### src/common/stx_map.svh
`ifndef STX_MAP_SVH
`define STX_MAP_SVH
// register widths
`define STX_IR_W 8
`define STX_BSR_W 40
`define STX_BCR_W 11
// reset and capture values
`define STX_IR_RESET 8'hff
`define STX_IR_CAPTURE 8'h81
`define STX_BCR_RESET 11'h002
// instruction opcodes, all even parity
`define STX_OP_EXTEST 8'h00
`define STX_OP_SAMPLE 8'h82
`define STX_OP_HIGHZ 8'h06
`define STX_OP_CLAMP 8'h87
`define STX_OP_RUNT 8'h09
`define STX_OP_SCANCN 8'h8e
// boundary-scan field positions
`define STX_BS_AI_LSB 0
`define STX_BS_AO_LSB 8
`define STX_BS_BI_LSB 16
`define STX_BS_BO_LSB 24
`define STX_BS_CTL_LSB 32
`define STX_BS_OEA 38
`define STX_BS_OEB 39
// boundary-control fields
`define STX_BCR_OP_LSB 0
`define STX_BCR_MASK_LSB 3
`define STX_BCR_OP_NONE 2'h0
`define STX_BCR_OP_PSEUDO_RANDOM_PATTERN_GEN 2'h1
`define STX_BCR_OP_PSA 2'h2
`define STX_BCR_OP_PSAM 2'h3
`endif

### src/common/stx_pkg.sv
package stx_pkg;
   // tap controller states, reset state coded zero
   typedef enum logic [3:0] {
      ST_TLR = 4'h0, ST_RTI = 4'h1, ST_SEL_DR = 4'h2, ST_CAP_DR = 4'h3,
      ST_SH_DR = 4'h4, ST_EX1_DR = 4'h5, ST_PA_DR = 4'h6, ST_EX2_DR = 4'h7,
      ST_UPD_DR = 4'h8, ST_SEL_IR = 4'h9, ST_CAP_IR = 4'ha, ST_SH_IR = 4'hb,
      ST_EX1_IR = 4'hc, ST_PA_IR = 4'hd, ST_EX2_IR = 4'he, ST_UPD_IR = 4'hf
   } stx_tap_t;
   // data register selected for scan
   typedef enum logic [1:0] {
      DR_BYPASS = 2'h0, DR_BSR = 2'h1, DR_BCR = 2'h2
   } stx_dr_t;
   // transceiver control pins, all active low
   typedef struct packed {
      logic a_to_b_chip_enable_n;
      logic a_to_b_output_enable_n;
      logic a_to_b_latch_enable_n;
      logic b_to_a_chip_enable_n;
      logic b_to_a_output_enable_n;
      logic b_to_a_latch_enable_n;
   } stx_ctl_t;
   // whole module state
   typedef struct packed {
      logic tck_s1, tck_s2, tck_d;
      logic tms_s1, tms_s2, tdi_s1, tdi_s2;
      stx_ctl_t ctl_s1, ctl_s2;
      logic [7:0] a_s1, a_s2, b_s1, b_s2;
      stx_tap_t tap;
      logic [7:0] ir_sh, ir;
      logic [39:0] boundary_scan_chain, bsr_upd;
      logic [10:0] bcr_sh, boundary_control_register;
      logic byp;
      logic tdo, tdo_drv;
      logic [7:0] ab_lat, ba_lat;
      logic [7:0] a_out, b_out;
      logic a_drv, b_drv;
   } stx_state_t;
endpackage

### src/rtl/stx_scan_xcvr.sv
`timescale 1ns/1ps
`include "stx_map.svh"
// Overview of operation
// RULE1: ce and le low pass A transparently
// RULE2: either enable high holds latched A
// RULE3: B driven only when oe, ce low
// RULE4: B-to-A path mirrors A-to-B controls
// RULE5: latch closed keeps previous B level
// RULE6: test mode hands pins to scan cells
// RULE7: normal instructions leave transceiver untouched
// RULE8: sample on tck rise, outputs on fall
// RULE9: controller steers states through tms levels
// RULE10: tdi to tdo through ir or dr
// RULE11: ir 8, bsr 40, bcr 11, bypass 1
// RULE12: signature analysis, masking, pattern generation
// RULE13: two scan cells per data pin
// RULE14: tms high reaches reset in five clocks
// RULE15: tap reset: ir ones, bsr zero
// RULE16: tap reset: bcr selects unmasked signature
// RULE17: capture-ir loads fixed status pattern
// RULE18: bypass captures zero, one-stage delay
module stx_scan_xcvr (
   input wire logic REF_CLK,
   input wire logic RST_N,
   input wire logic TCK,
   input wire logic TMS,
   input wire logic TDI,
   output logic TDO,
   output logic TDO_OE_N,
   input wire stx_pkg::stx_ctl_t CTL_N,
   input wire logic [7:0] A_I,
   output logic [7:0] A_O,
   output logic A_OE_N,
   input wire logic [7:0] B_I,
   output logic [7:0] B_O,
   output logic B_OE_N
);
   // registered state: 8-bit ir, 40-bit bsr and 11-bit bcr with shadows, 1-bit bypass
   stx_pkg::stx_state_t r; // RULE11
   stx_pkg::stx_state_t next_r; // next state
   logic tck_rise; // tck rising edge seen this cycle
   logic tck_fall; // tck falling edge seen this cycle
   logic tmode; // test mode active
   stx_pkg::stx_dr_t dsel; // selected data register
   logic [39:0] cap_vec; // pin snapshot for capture-dr
   logic [7:0] psa_in; // masked signature input

   // tap state transition on the sampled tms level
   function automatic stx_pkg::stx_tap_t tap_next(input stx_pkg::stx_tap_t s,
                                                 input logic m);
      unique case (s)
         stx_pkg::ST_TLR: tap_next = m ? stx_pkg::ST_TLR : stx_pkg::ST_RTI;
         stx_pkg::ST_RTI: tap_next = m ? stx_pkg::ST_SEL_DR : stx_pkg::ST_RTI;
         stx_pkg::ST_SEL_DR: tap_next = m ? stx_pkg::ST_SEL_IR : stx_pkg::ST_CAP_DR;
         stx_pkg::ST_CAP_DR: tap_next = m ? stx_pkg::ST_EX1_DR : stx_pkg::ST_SH_DR;
         stx_pkg::ST_SH_DR: tap_next = m ? stx_pkg::ST_EX1_DR : stx_pkg::ST_SH_DR;
         stx_pkg::ST_EX1_DR: tap_next = m ? stx_pkg::ST_UPD_DR : stx_pkg::ST_PA_DR;
         stx_pkg::ST_PA_DR: tap_next = m ? stx_pkg::ST_EX2_DR : stx_pkg::ST_PA_DR;
         stx_pkg::ST_EX2_DR: tap_next = m ? stx_pkg::ST_UPD_DR : stx_pkg::ST_SH_DR;
         stx_pkg::ST_UPD_DR: tap_next = m ? stx_pkg::ST_SEL_DR : stx_pkg::ST_RTI;
         stx_pkg::ST_SEL_IR: tap_next = m ? stx_pkg::ST_TLR : stx_pkg::ST_CAP_IR;
         stx_pkg::ST_CAP_IR: tap_next = m ? stx_pkg::ST_EX1_IR : stx_pkg::ST_SH_IR;
         stx_pkg::ST_SH_IR: tap_next = m ? stx_pkg::ST_EX1_IR : stx_pkg::ST_SH_IR;
         stx_pkg::ST_EX1_IR: tap_next = m ? stx_pkg::ST_UPD_IR : stx_pkg::ST_PA_IR;
         stx_pkg::ST_PA_IR: tap_next = m ? stx_pkg::ST_EX2_IR : stx_pkg::ST_PA_IR;
         stx_pkg::ST_EX2_IR: tap_next = m ? stx_pkg::ST_UPD_IR : stx_pkg::ST_SH_IR;
         stx_pkg::ST_UPD_IR: tap_next = m ? stx_pkg::ST_SEL_DR : stx_pkg::ST_RTI;
      endcase
   endfunction

   // 8-bit lfsr step folded with parallel data, shared by signature and pattern
   function automatic logic [7:0] lfsr8(input logic [7:0] s, input logic [7:0] d);
      lfsr8 = {s[6:0], s[7] ^ s[5] ^ s[4] ^ s[3]} ^ d;
   endfunction

   // instructions that take the pins away from the transceiver
   function automatic logic is_test(input logic [7:0] op);
      is_test = (op == `STX_OP_EXTEST) || (op == `STX_OP_HIGHZ) ||
                (op == `STX_OP_CLAMP) || (op == `STX_OP_RUNT);
   endfunction

   // edge finding on the synchronised test clock
   assign tck_rise = r.tck_s2 & ~r.tck_d;
   assign tck_fall = ~r.tck_s2 & r.tck_d;
   // the reset state always means normal function, whatever the ir holds
   assign tmode = (r.tap != stx_pkg::ST_TLR) && is_test(r.ir);
   // unknown opcodes fall back to bypass
   assign dsel = (r.ir == `STX_OP_EXTEST || r.ir == `STX_OP_SAMPLE) ? stx_pkg::DR_BSR :
                 (r.ir == `STX_OP_SCANCN) ? stx_pkg::DR_BCR : stx_pkg::DR_BYPASS;
   // two cells per data pin: inputs observed apart from output control
   assign cap_vec = {r.b_drv, r.a_drv, r.ctl_s2, r.b_out, r.b_s2, r.a_out, r.a_s2}; // RULE13
   // masked bits do not disturb the signature
   assign psa_in = (r.boundary_control_register[1:0] == `STX_BCR_OP_PSAM) ?
                   (r.b_s2 & ~r.boundary_control_register[10:3]) : r.b_s2; // RULE12

   // all next-state logic
   always_comb begin
      next_r = r;
      // two-flop synchronisers for every pin input except the clock and RST_N
      next_r.tck_s1 = TCK;
      next_r.tck_s2 = r.tck_s1;
      next_r.tck_d = r.tck_s2;
      next_r.tms_s1 = TMS;
      next_r.tms_s2 = r.tms_s1;
      next_r.tdi_s1 = TDI;
      next_r.tdi_s2 = r.tdi_s1;
      next_r.ctl_s1 = CTL_N;
      next_r.ctl_s2 = r.ctl_s1;
      next_r.a_s1 = A_I;
      next_r.a_s2 = r.a_s1;
      next_r.b_s1 = B_I;
      next_r.b_s2 = r.b_s1;

      // transceiver latches, frozen while test mode owns the pins
      if (!tmode) begin // RULE6 RULE7
         if (!r.ctl_s2.a_to_b_chip_enable_n && !r.ctl_s2.a_to_b_latch_enable_n) begin
            next_r.ab_lat = r.a_s2; // RULE1
         end
         // otherwise ab_lat keeps its value, so B holds its old level
         if (!r.ctl_s2.b_to_a_chip_enable_n && !r.ctl_s2.b_to_a_latch_enable_n) begin
            next_r.ba_lat = r.b_s2; // RULE4
         end
      end // RULE2 RULE5

      // pin drivers: scan cells in test mode, latches otherwise
      if (tmode) begin // RULE6
         if (r.ir == `STX_OP_HIGHZ) begin
            next_r.a_drv = 1'b0;
            next_r.b_drv = 1'b0;
         end else begin
            next_r.a_drv = r.bsr_upd[`STX_BS_OEA];
            next_r.b_drv = r.bsr_upd[`STX_BS_OEB];
         end
         next_r.a_out = r.bsr_upd[`STX_BS_AO_LSB +: 8];
         next_r.b_out = r.bsr_upd[`STX_BS_BO_LSB +: 8];
      end else begin
         next_r.b_out = r.ab_lat;
         next_r.b_drv = ~(r.ctl_s2.a_to_b_output_enable_n |
                          r.ctl_s2.a_to_b_chip_enable_n); // RULE3
         next_r.a_out = r.ba_lat;
         next_r.a_drv = ~(r.ctl_s2.b_to_a_output_enable_n |
                          r.ctl_s2.b_to_a_chip_enable_n); // RULE4
      end

      // rising tck: sample tms and tdi, capture and shift
      if (tck_rise) begin // RULE8
         unique case (r.tap)
            stx_pkg::ST_CAP_DR: begin
               unique case (dsel)
                  stx_pkg::DR_BSR: next_r.boundary_scan_chain = cap_vec;
                  stx_pkg::DR_BCR: next_r.bcr_sh = r.boundary_control_register;
                  stx_pkg::DR_BYPASS: next_r.byp = 1'b0; // RULE18
               endcase
            end
            stx_pkg::ST_SH_DR: begin
               unique case (dsel) // RULE10
                  stx_pkg::DR_BSR: next_r.boundary_scan_chain = {r.tdi_s2, r.boundary_scan_chain[39:1]};
                  stx_pkg::DR_BCR: next_r.bcr_sh = {r.tdi_s2, r.bcr_sh[10:1]};
                  stx_pkg::DR_BYPASS: next_r.byp = r.tdi_s2; // RULE18
               endcase
            end
            stx_pkg::ST_CAP_IR: next_r.ir_sh = `STX_IR_CAPTURE; // RULE17
            stx_pkg::ST_SH_IR: next_r.ir_sh = {r.tdi_s2, r.ir_sh[7:1]}; // RULE10
            stx_pkg::ST_RTI: begin
               // self-test runs one step per tck while idling
               if (r.ir == `STX_OP_RUNT) begin // RULE12
                  if (r.boundary_control_register[1] == 1'b1) begin
                     next_r.bsr_upd[`STX_BS_AO_LSB +: 8] =
                        lfsr8(r.bsr_upd[`STX_BS_AO_LSB +: 8], psa_in);
                  end else if (r.boundary_control_register[1:0] == `STX_BCR_OP_PSEUDO_RANDOM_PATTERN_GEN) begin
                     next_r.bsr_upd[`STX_BS_BO_LSB +: 8] =
                        lfsr8(r.bsr_upd[`STX_BS_BO_LSB +: 8], 8'h00);
                  end
               end
            end
            default: begin
               // remaining states do no register work
            end
         endcase
         // tms high walks every path back to reset within five steps
         next_r.tap = tap_next(r.tap, r.tms_s2); // RULE9 RULE14
      end

      // falling tck: updates and tdo change
      if (tck_fall) begin // RULE8
         if (r.tap == stx_pkg::ST_UPD_IR) begin
            next_r.ir = r.ir_sh;
         end
         if (r.tap == stx_pkg::ST_UPD_DR && dsel == stx_pkg::DR_BSR) begin
            next_r.bsr_upd = r.boundary_scan_chain;
         end
         if (r.tap == stx_pkg::ST_UPD_DR && dsel == stx_pkg::DR_BCR) begin
            next_r.boundary_control_register = r.bcr_sh;
         end
         next_r.tdo_drv = (r.tap == stx_pkg::ST_SH_IR) || (r.tap == stx_pkg::ST_SH_DR);
         if (r.tap == stx_pkg::ST_SH_IR) begin // RULE10
            next_r.tdo = r.ir_sh[0];
         end else if (dsel == stx_pkg::DR_BSR) begin
            next_r.tdo = r.boundary_scan_chain[0];
         end else if (dsel == stx_pkg::DR_BCR) begin
            next_r.tdo = r.bcr_sh[0];
         end else begin
            next_r.tdo = r.byp;
         end
      end

      // test-logic reset forces the documented register values
      if (r.tap == stx_pkg::ST_TLR) begin
         next_r.ir = `STX_IR_RESET; // RULE15
         next_r.boundary_scan_chain = '0; // RULE15
         next_r.bsr_upd = '0; // RULE15
         next_r.boundary_control_register = `STX_BCR_RESET; // RULE16
      end
   end

   // single state register; reset clears all but the control syncs, tap lands in its reset state
   always_ff @(posedge REF_CLK) begin
      if (!RST_N) begin
         r <= '0;
         // control syncs start at the disabled level, so no bus is driven as reset ends
         r.ctl_s1 <= '1;
         r.ctl_s2 <= '1;
      end else begin
         r <= next_r;
      end
   end

   // outputs straight from state; enables are active low while driving
   assign TDO = r.tdo;
   assign TDO_OE_N = ~r.tdo_drv;
   assign A_O = r.a_out;
   assign A_OE_N = ~r.a_drv;
   assign B_O = r.b_out;
   assign B_OE_N = ~r.b_drv;
endmodule

### config.mk
export PLATFORM = sky130hd
export DESIGN_NAME = stx_scan_xcvr
export DESIGN_NICKNAME = d
export VERILOG_FILES = /design/src/common/stx_pkg.sv /design/src/rtl/stx_scan_xcvr.sv
export VERILOG_INCLUDE_DIRS = /design/src /design/src/common
export SDC_FILE = /design/constraint.sdc
export NUM_CORES = 1
export LEC_CHECK = 0
export BUFFER_PORTS_ARGS = -buffer_cell sky130_fd_sc_hd__buf_2
export CORE_ASPECT_RATIO = 1.4
export CORE_UTILIZATION = 30
export DETAILED_ROUTE_END_ITERATION = 7
export GPL_ROUTABILITY_DRIVEN = 0
export SLEW_MARGIN = 20
export SYNTH_ARGS = -nofsm -noshare
export SYNTH_HDL_FRONTEND = slang
export SYNTH_SLANG_ARGS = --single-unit
### constraint.sdc
create_clock -name REF_CLK -period 2.3 [get_ports REF_CLK]
set_input_delay 0.23 -clock REF_CLK [delete_from_list [all_inputs] [get_ports REF_CLK]]
set_output_delay 0.23 -clock REF_CLK [all_outputs]
set_load 0.1 [all_outputs]
==> flow_summary.ini, run 1 <==
[run_status]
status = finished clean

[hold_path]
hold_path_depth = 2
hold_end = next_r[194]
hold_path_class = input port to flip-flop
hp-start = CTL_N[3]

[power]
total_power_mw = 6.429
power.density_mw_per_mm2 = 714.2
vdd_drop_max_uv = 492.2
power.leakage_nw = 3.106

[sta]
fin_setup_tns_ns = 0
finalCritPeriodShare_pct = 91.78
worst_clock_skew_ns = 0.008629
layout_setup_ws_ns = 0.1890
finalWorstPathRequiredPeriod_ns = 2.111
setup_viol = 0
max_freq_mhz = 473.7
hold_viol_final = 0
tightest_slew_ns = 0.5869
relSlewSlack_pct = 60.87
hold_ws_ns = 0.007750
rsz0062_at_grt = false
slew_violations = 0

[floorplanning]
initial_core_util_pct = 30.80
rows = 68
dieArea_mm2 = 0.02625
die_h_um = 191.3
pin_count = 47
coreArea_mm2 = 0.02493
die_w_um = 137.2

[layout]
postLayoutCoreUtil_pct = 36.11
final_layout_size_suffix_gt1_share_pct = 13.49
diodes = 0
synthToLayoutAreaGrowth_pct = 17.22
final_cells = 1175
layout.nets = 874
fillerInstances = 2503
fin_area_mm2 = 0.009001

[clock_tree]
cts_buffers = 17
clkLatencyLatePin_ns = 0.43
cts_buffer_depth = 2
htree_levels = 4
cts_tree = done
clk_pin_slew_ns = 0.07
clock-sinks = 188
post_cts_buffers = 0
cts_root_buf = clkbuf_16

[setup_path]
r2r-start = r[144]
required_ns = 2.66
ff2ff_path_depth = 6
crit_path_max_incr_delay_ns = 0.46
cp_max_fo = 8
worst_r2r_endpoint = r[22]
slowest_stage = or4_4
path_cells = or3_1 > or4_4 > o22ai_4 > or3_1 > buf_4 > mux2i_1
crit_type = flip-flop to flip-flop
startpoint_type = flip-flop
timing.critical_path.mode_cell = or3_1
arrival_ns = 2.47
worstSetupEndpointType = flip-flop
reg2reg_slack_ns = 0.19

[global_route]
grt_max_degree = 81
first_global_vias = 5346
track_usage_pct = 13.88
gr-total-overflow = 0
grt_pass1_wl_um = 28280
antenna_found_initial = 0

[route]
avgRoutedWirePerCell_um = 14.37
routed_wl_um = 16880
route.detailed.drc = 0
drt-initial-drc-count = 326
dr.pass1.iters = 5
ant_nets = 0
dr_total_vias = 5565
vias_per_cell = 4.736

[place]
io_buffer_count = 46
dpl_cell_area_mm2 = 0.008193
hpwl_um = 11480
dp_cells = 1119
dp_slack_ns = 0.1365

[synth]
netlist-cell-type-count = 52
syn_area_mm2 = 0.007679
synth-seq-cells = 188
yosys.area.top_type = dfxtp_1
yosysSeqAreaShare_pct = 49.01
syn-num-nets = 836
avgSynthCellArea_um2 = 9.491
syn-instance-count = 809
synth_edf_count = 0
synthArstFlopShare_pct = 0
synthTopCellsByArea = dfxtp_1 (49%), mux2i_1 (14%), nor2_1 (4.4%)
yosys.area.top_type_share_pct = 49.01
synth_ff_type = dfxtp_1
yosysWarnings = 0

[job]
cap_violations = 0
critical path: cells and delay by family, from the launching register on:
kind	cells	cell delay, ns
compound gates	1	0.23
buf+inv	1	0.21
flops	1	0.33
mux	1	0.21
simple gates	3	1.06
layout make-up:
cell class | count | area [µm²] | share of cell area [%]
Sequential cell | 188 | 3764 | 41.81
Inverter | 7 | 26.28 | 0.2919
Multi-Input combinational cell | 536 | 3506 | 38.95
Tap cell | 315 | 394.1 | 4.379
Clock buffer | 19 | 432.9 | 4.810
Clock inverter | 13 | 130.1 | 1.446
Timing Repair Buffer | 97 | 748.2 | 8.312
Yosys cell counts, types with 5 or more instances:
master and n:
inv_1 6, a21oi_1 23, or3_1 6, nor3_1 5, nor2b_1 10, clkbuf_1 45, o22ai_1 11, nand2_1 83
buf_4 20, a211oi_1 41, and2_1 42, dfxtp_1 188, xnor2_1 14, mux2i_1 108, nand3_1 13, o21ai_0 15
nor2_1 89, buf_2 11, nand2b_1 14, a311oi_1 8, a22oi_1 7
placed cells by master (no fill, tap or decap), types with 4 or more instances in the layout:
master / count
mux2i_1: 108
nor4b_1: 4
nand2b_1: 14
nor2b_1: 9
dfxtp_1: 188
nand3_1: 13
nor3_1: 5
buf_2: 46
o21ai_0: 15
a21oi_1: 23
buf_4: 21
and2_1: 42
or3_1: 5
o22ai_1: 11
inv_6: 6
xnor2_1: 14
a22oi_1: 7
clkbuf_16: 17
inv_1: 6
a311oi_1: 8
nor2_1: 89
a211oi_1: 41
dlygate4sd3_1: 24
buf_12: 6
nand2_1: 83
metal layers:
metal,vias to the layer above,wire (µm),global-route usage (%)
met5,-,0,0
li1,2868,-,-
met4,0,258,5.410
met3,14,456,2.360
met1,2590,7749,16.86
met2,93,8414,24.03
logic make-up after synthesis:
kind of cell / synth area share [%]
compound gates: 11.80
xor+xnor: 1.825
buf+inv: 5.507
flops: 49.01
mux: 14.08
simple gates: 17.78
where the power goes:
group | switching, mW | internal [mW]
Combinational | 0.125 | 0.112
Clock | 1.32 | 1.52
Sequential | 0.0395 | 3.31
Total | 1.49 | 4.94
sequential cells by signal (all words and copies together), names as in the netlist:
| signal | count |
|---|---|
| A_O | 8 |
| B_O | 8 |
| TDO | 1 |
| cap_vec | 24 |
| next_r | 26 |
| r | 121 |
what timing repair did:
action | in CTS | in global routing
hold buffers | 24 | 0
hold endpoints to repair | 24 | 0
resized for setup | 0 | 1
endpoints found under the setup margin | 0 | 2
worst max path at each step:
stage	startpoint	to	slack, ns
2_1_floorplan	r[144]	A_O[1]	0.44
6_report	r[144]	r[22]	0.19
4_1_cts	r[144]	r[28]	0.11
3_3_place_gp	r[144]	r[29]	0.16
3_5_place_dp	r[144]	r[28]	0.14
5_1_grt	next_r[207]	r[118]	0.04
(Power assumes the default switching activity.)
==> run 2: changes to the inputs <==
--- a/config.mk
+++ b/config.mk
@@ -7,6 +7,7 @@
 export NUM_CORES = 1
 export LEC_CHECK = 0
 export BUFFER_PORTS_ARGS = -buffer_cell sky130_fd_sc_hd__buf_2
+export CAP_MARGIN = 20
 export CORE_ASPECT_RATIO = 1.4
 export CORE_UTILIZATION = 30
 export DETAILED_ROUTE_END_ITERATION = 7
==> constraint.sdc (replaced) <==
create_clock -name REF_CLK -period 1.95 [get_ports REF_CLK]
set_input_delay 0.195 -clock REF_CLK [delete_from_list [all_inputs] [get_ports REF_CLK]]
set_output_delay 0.195 -clock REF_CLK [all_outputs]
set_load 0.1 [all_outputs]
==> run 2 against run 1 <==
Effect of this change: the flow now finishes with violations (setup timing); hold slack better by 0.11 ns; register-to-register slack worse by 0.23 ns; final area up 3.9%; final cell count up 2.1%; critical endpoint is now r[26]; largest cell class unchanged; largest power group unchanged.
==> flow_summary.ini, run 2 (synthesis gave the netlist of run 1 again) <==
[run_status]
status = finished, violations left
violations = setup timing

[layout]
top_register = r
layout_commonest_cell = dfxtp_1
fin_area_mm2 = 0.009356
final_cells = 1200
mostFrequentLayoutCells = dfxtp_1 (186), mux2i_1 (108), nor2_1 (88), nand2_1 (82), buf_2 (46)
synthToLayoutAreaGrowth_pct = 21.85
final_layout_size_suffix_gt1_share_pct = 17.18
layout.nets = 899
diodes = 0
postLayoutCoreUtil_pct = 37.53
largest_reg_flops = 121

[clock_tree]
cts_tree = done
cts_root_buf = clkbuf_16
htree_levels = 4
clkLatencyLatePin_ns = 0.44
cts_buffers = 17
cts_buffer_depth = 2
clk_pin_slew_ns = 0.07
clock-sinks = 188

[setup_path]
critPathBufInv = 1
arrival_ns = 2.32
startpoint_type = flip-flop
crit_type = flip-flop to flip-flop
critical_path.top_delay_family = simple AND/OR/NAND/NOR gates
required_ns = 2.28
reg2reg_slack_ns = -0.04
worstSetupEndpointType = flip-flop
startpoint = r[157]
crit_path_max_incr_delay_ns = 0.61
slowest_stage = or4_4
cp_max_fo = 8
r2r-start = r[157]
path_cells = or4_4 > nand2_4 > o22ai_4 > buf_4 > or3_4 > mux2i_1

[floorplanning]
die_w_um = 137.2
coreArea_mm2 = 0.02493
rows = 68
pin_count = 47
die_h_um = 191.3
initial_core_util_pct = 30.80
dieArea_mm2 = 0.02625

[route]
ant_nets = 0
dr.pass1.iters = 5
avgRoutedWirePerCell_um = 14.42
routed_wl_um = 17310
vias_per_cell = 4.701
route.detailed.drc = 0
drt-initial-drc-count = 401
dr_total_vias = 5641

[global_route]
track_usage_pct = 13.89
gr-total-overflow = 0
grt_pass1_wl_um = 28150
grt_max_degree = 51
antenna_found_initial = 0
first_global_vias = 5466

[hold_path]
hp-start = RST_N
hold_path_class = input port to flip-flop

[place]
dp_cells = 1139
dpl_cell_area_mm2 = 0.008418
hpwl_um = 11850
io_buffer_count = 46

[sta]
fin_setup_tns_ns = -0.3299
setup_viol = 14
relSlewSlack_pct = 58.78
slew_violations = 0
finalWorstPathRequiredPeriod_ns = 1.990
layout_setup_ws_ns = -0.03982
tightest_slew_ns = 0.6174
rsz0062_at_grt = true
hold_viol_final = 0
max_freq_mhz = 502.6
finalCritPeriodShare_pct = 102.0
worst_clock_skew_ns = 0.01036

[power]
power.density_mw_per_mm2 = 829.9
vdd_drop_max_uv = 619.8
power.leakage_nw = 3.307

[job]
cap_violations = 0
run 2: repair_timing:
item	in CTS	in global routing
endpoints found under the hold margin	25	0
buffers inserted	0	4
setup endpoints to repair	15	68
hold buffers	25	0
gates resized for setup	2	11
pin swaps	1	3
gates cloned	0	1
run 2: power breakdown:
part / total, mW / switching [mW] / internal [mW]
Combinational: 0.321 / 0.164 / 0.158
Sequential: 3.94 / 0.0398 / 3.90
Clock: 3.50 / 1.66 / 1.84
run 2: per-layer routing:
metal	up-vias	share of wire (%)	GRT usage, %
li1	2908	-	-
met1	2638	45	16.47
met2	80	50	24.22
met3	15	3.0	2.970
met4	0	1.5	5.156
met5	-	0	0
run 2: path summary, 6_finish.rpt:
| kind | depth (start not counted) | endpoint |
|---|---|---|
| setup / recovery | 6 | r[26] |
| hold / removal | 3 | cap_vec[39] |
| setup reg to reg | 6 | r[26] |
| hold reg to reg | 1 | cap_vec[32] |
run 2: tightest hold or removal path: stages:
cell       delay (ns)
buf_2            0.15
o2111ai_1        0.10
o41ai_1          0.06
run 2: layout make-up:
| type | count | area (µm²) |
|---|---|---|
| clock buffers | 17 | 425.4 |
| clock inverters | 15 | 173.9 |
| fillers | 2470 | 15570 |
| inverters | 7 | 26.28 |
| multi-input cells | 536 | 3552 |
| flip-flops and latches | 188 | 3766 |
| well taps | 315 | 394.1 |
| repair buffers | 122 | 1018 |
run 2: metrics by stage:
stage	hold slack [ns]	power [mW]	setup slack (ns)
after global routing	0.1145	8.047	-0.1410
after detailed placement	0.3781	4.309	-0.06244
after global placement	0.3766	4.310	-0.02211
after CTS	0.1012	7.851	-0.02461
after floorplan	0.2965	4.196	0.09250
final	0.1178	7.765	-0.03982
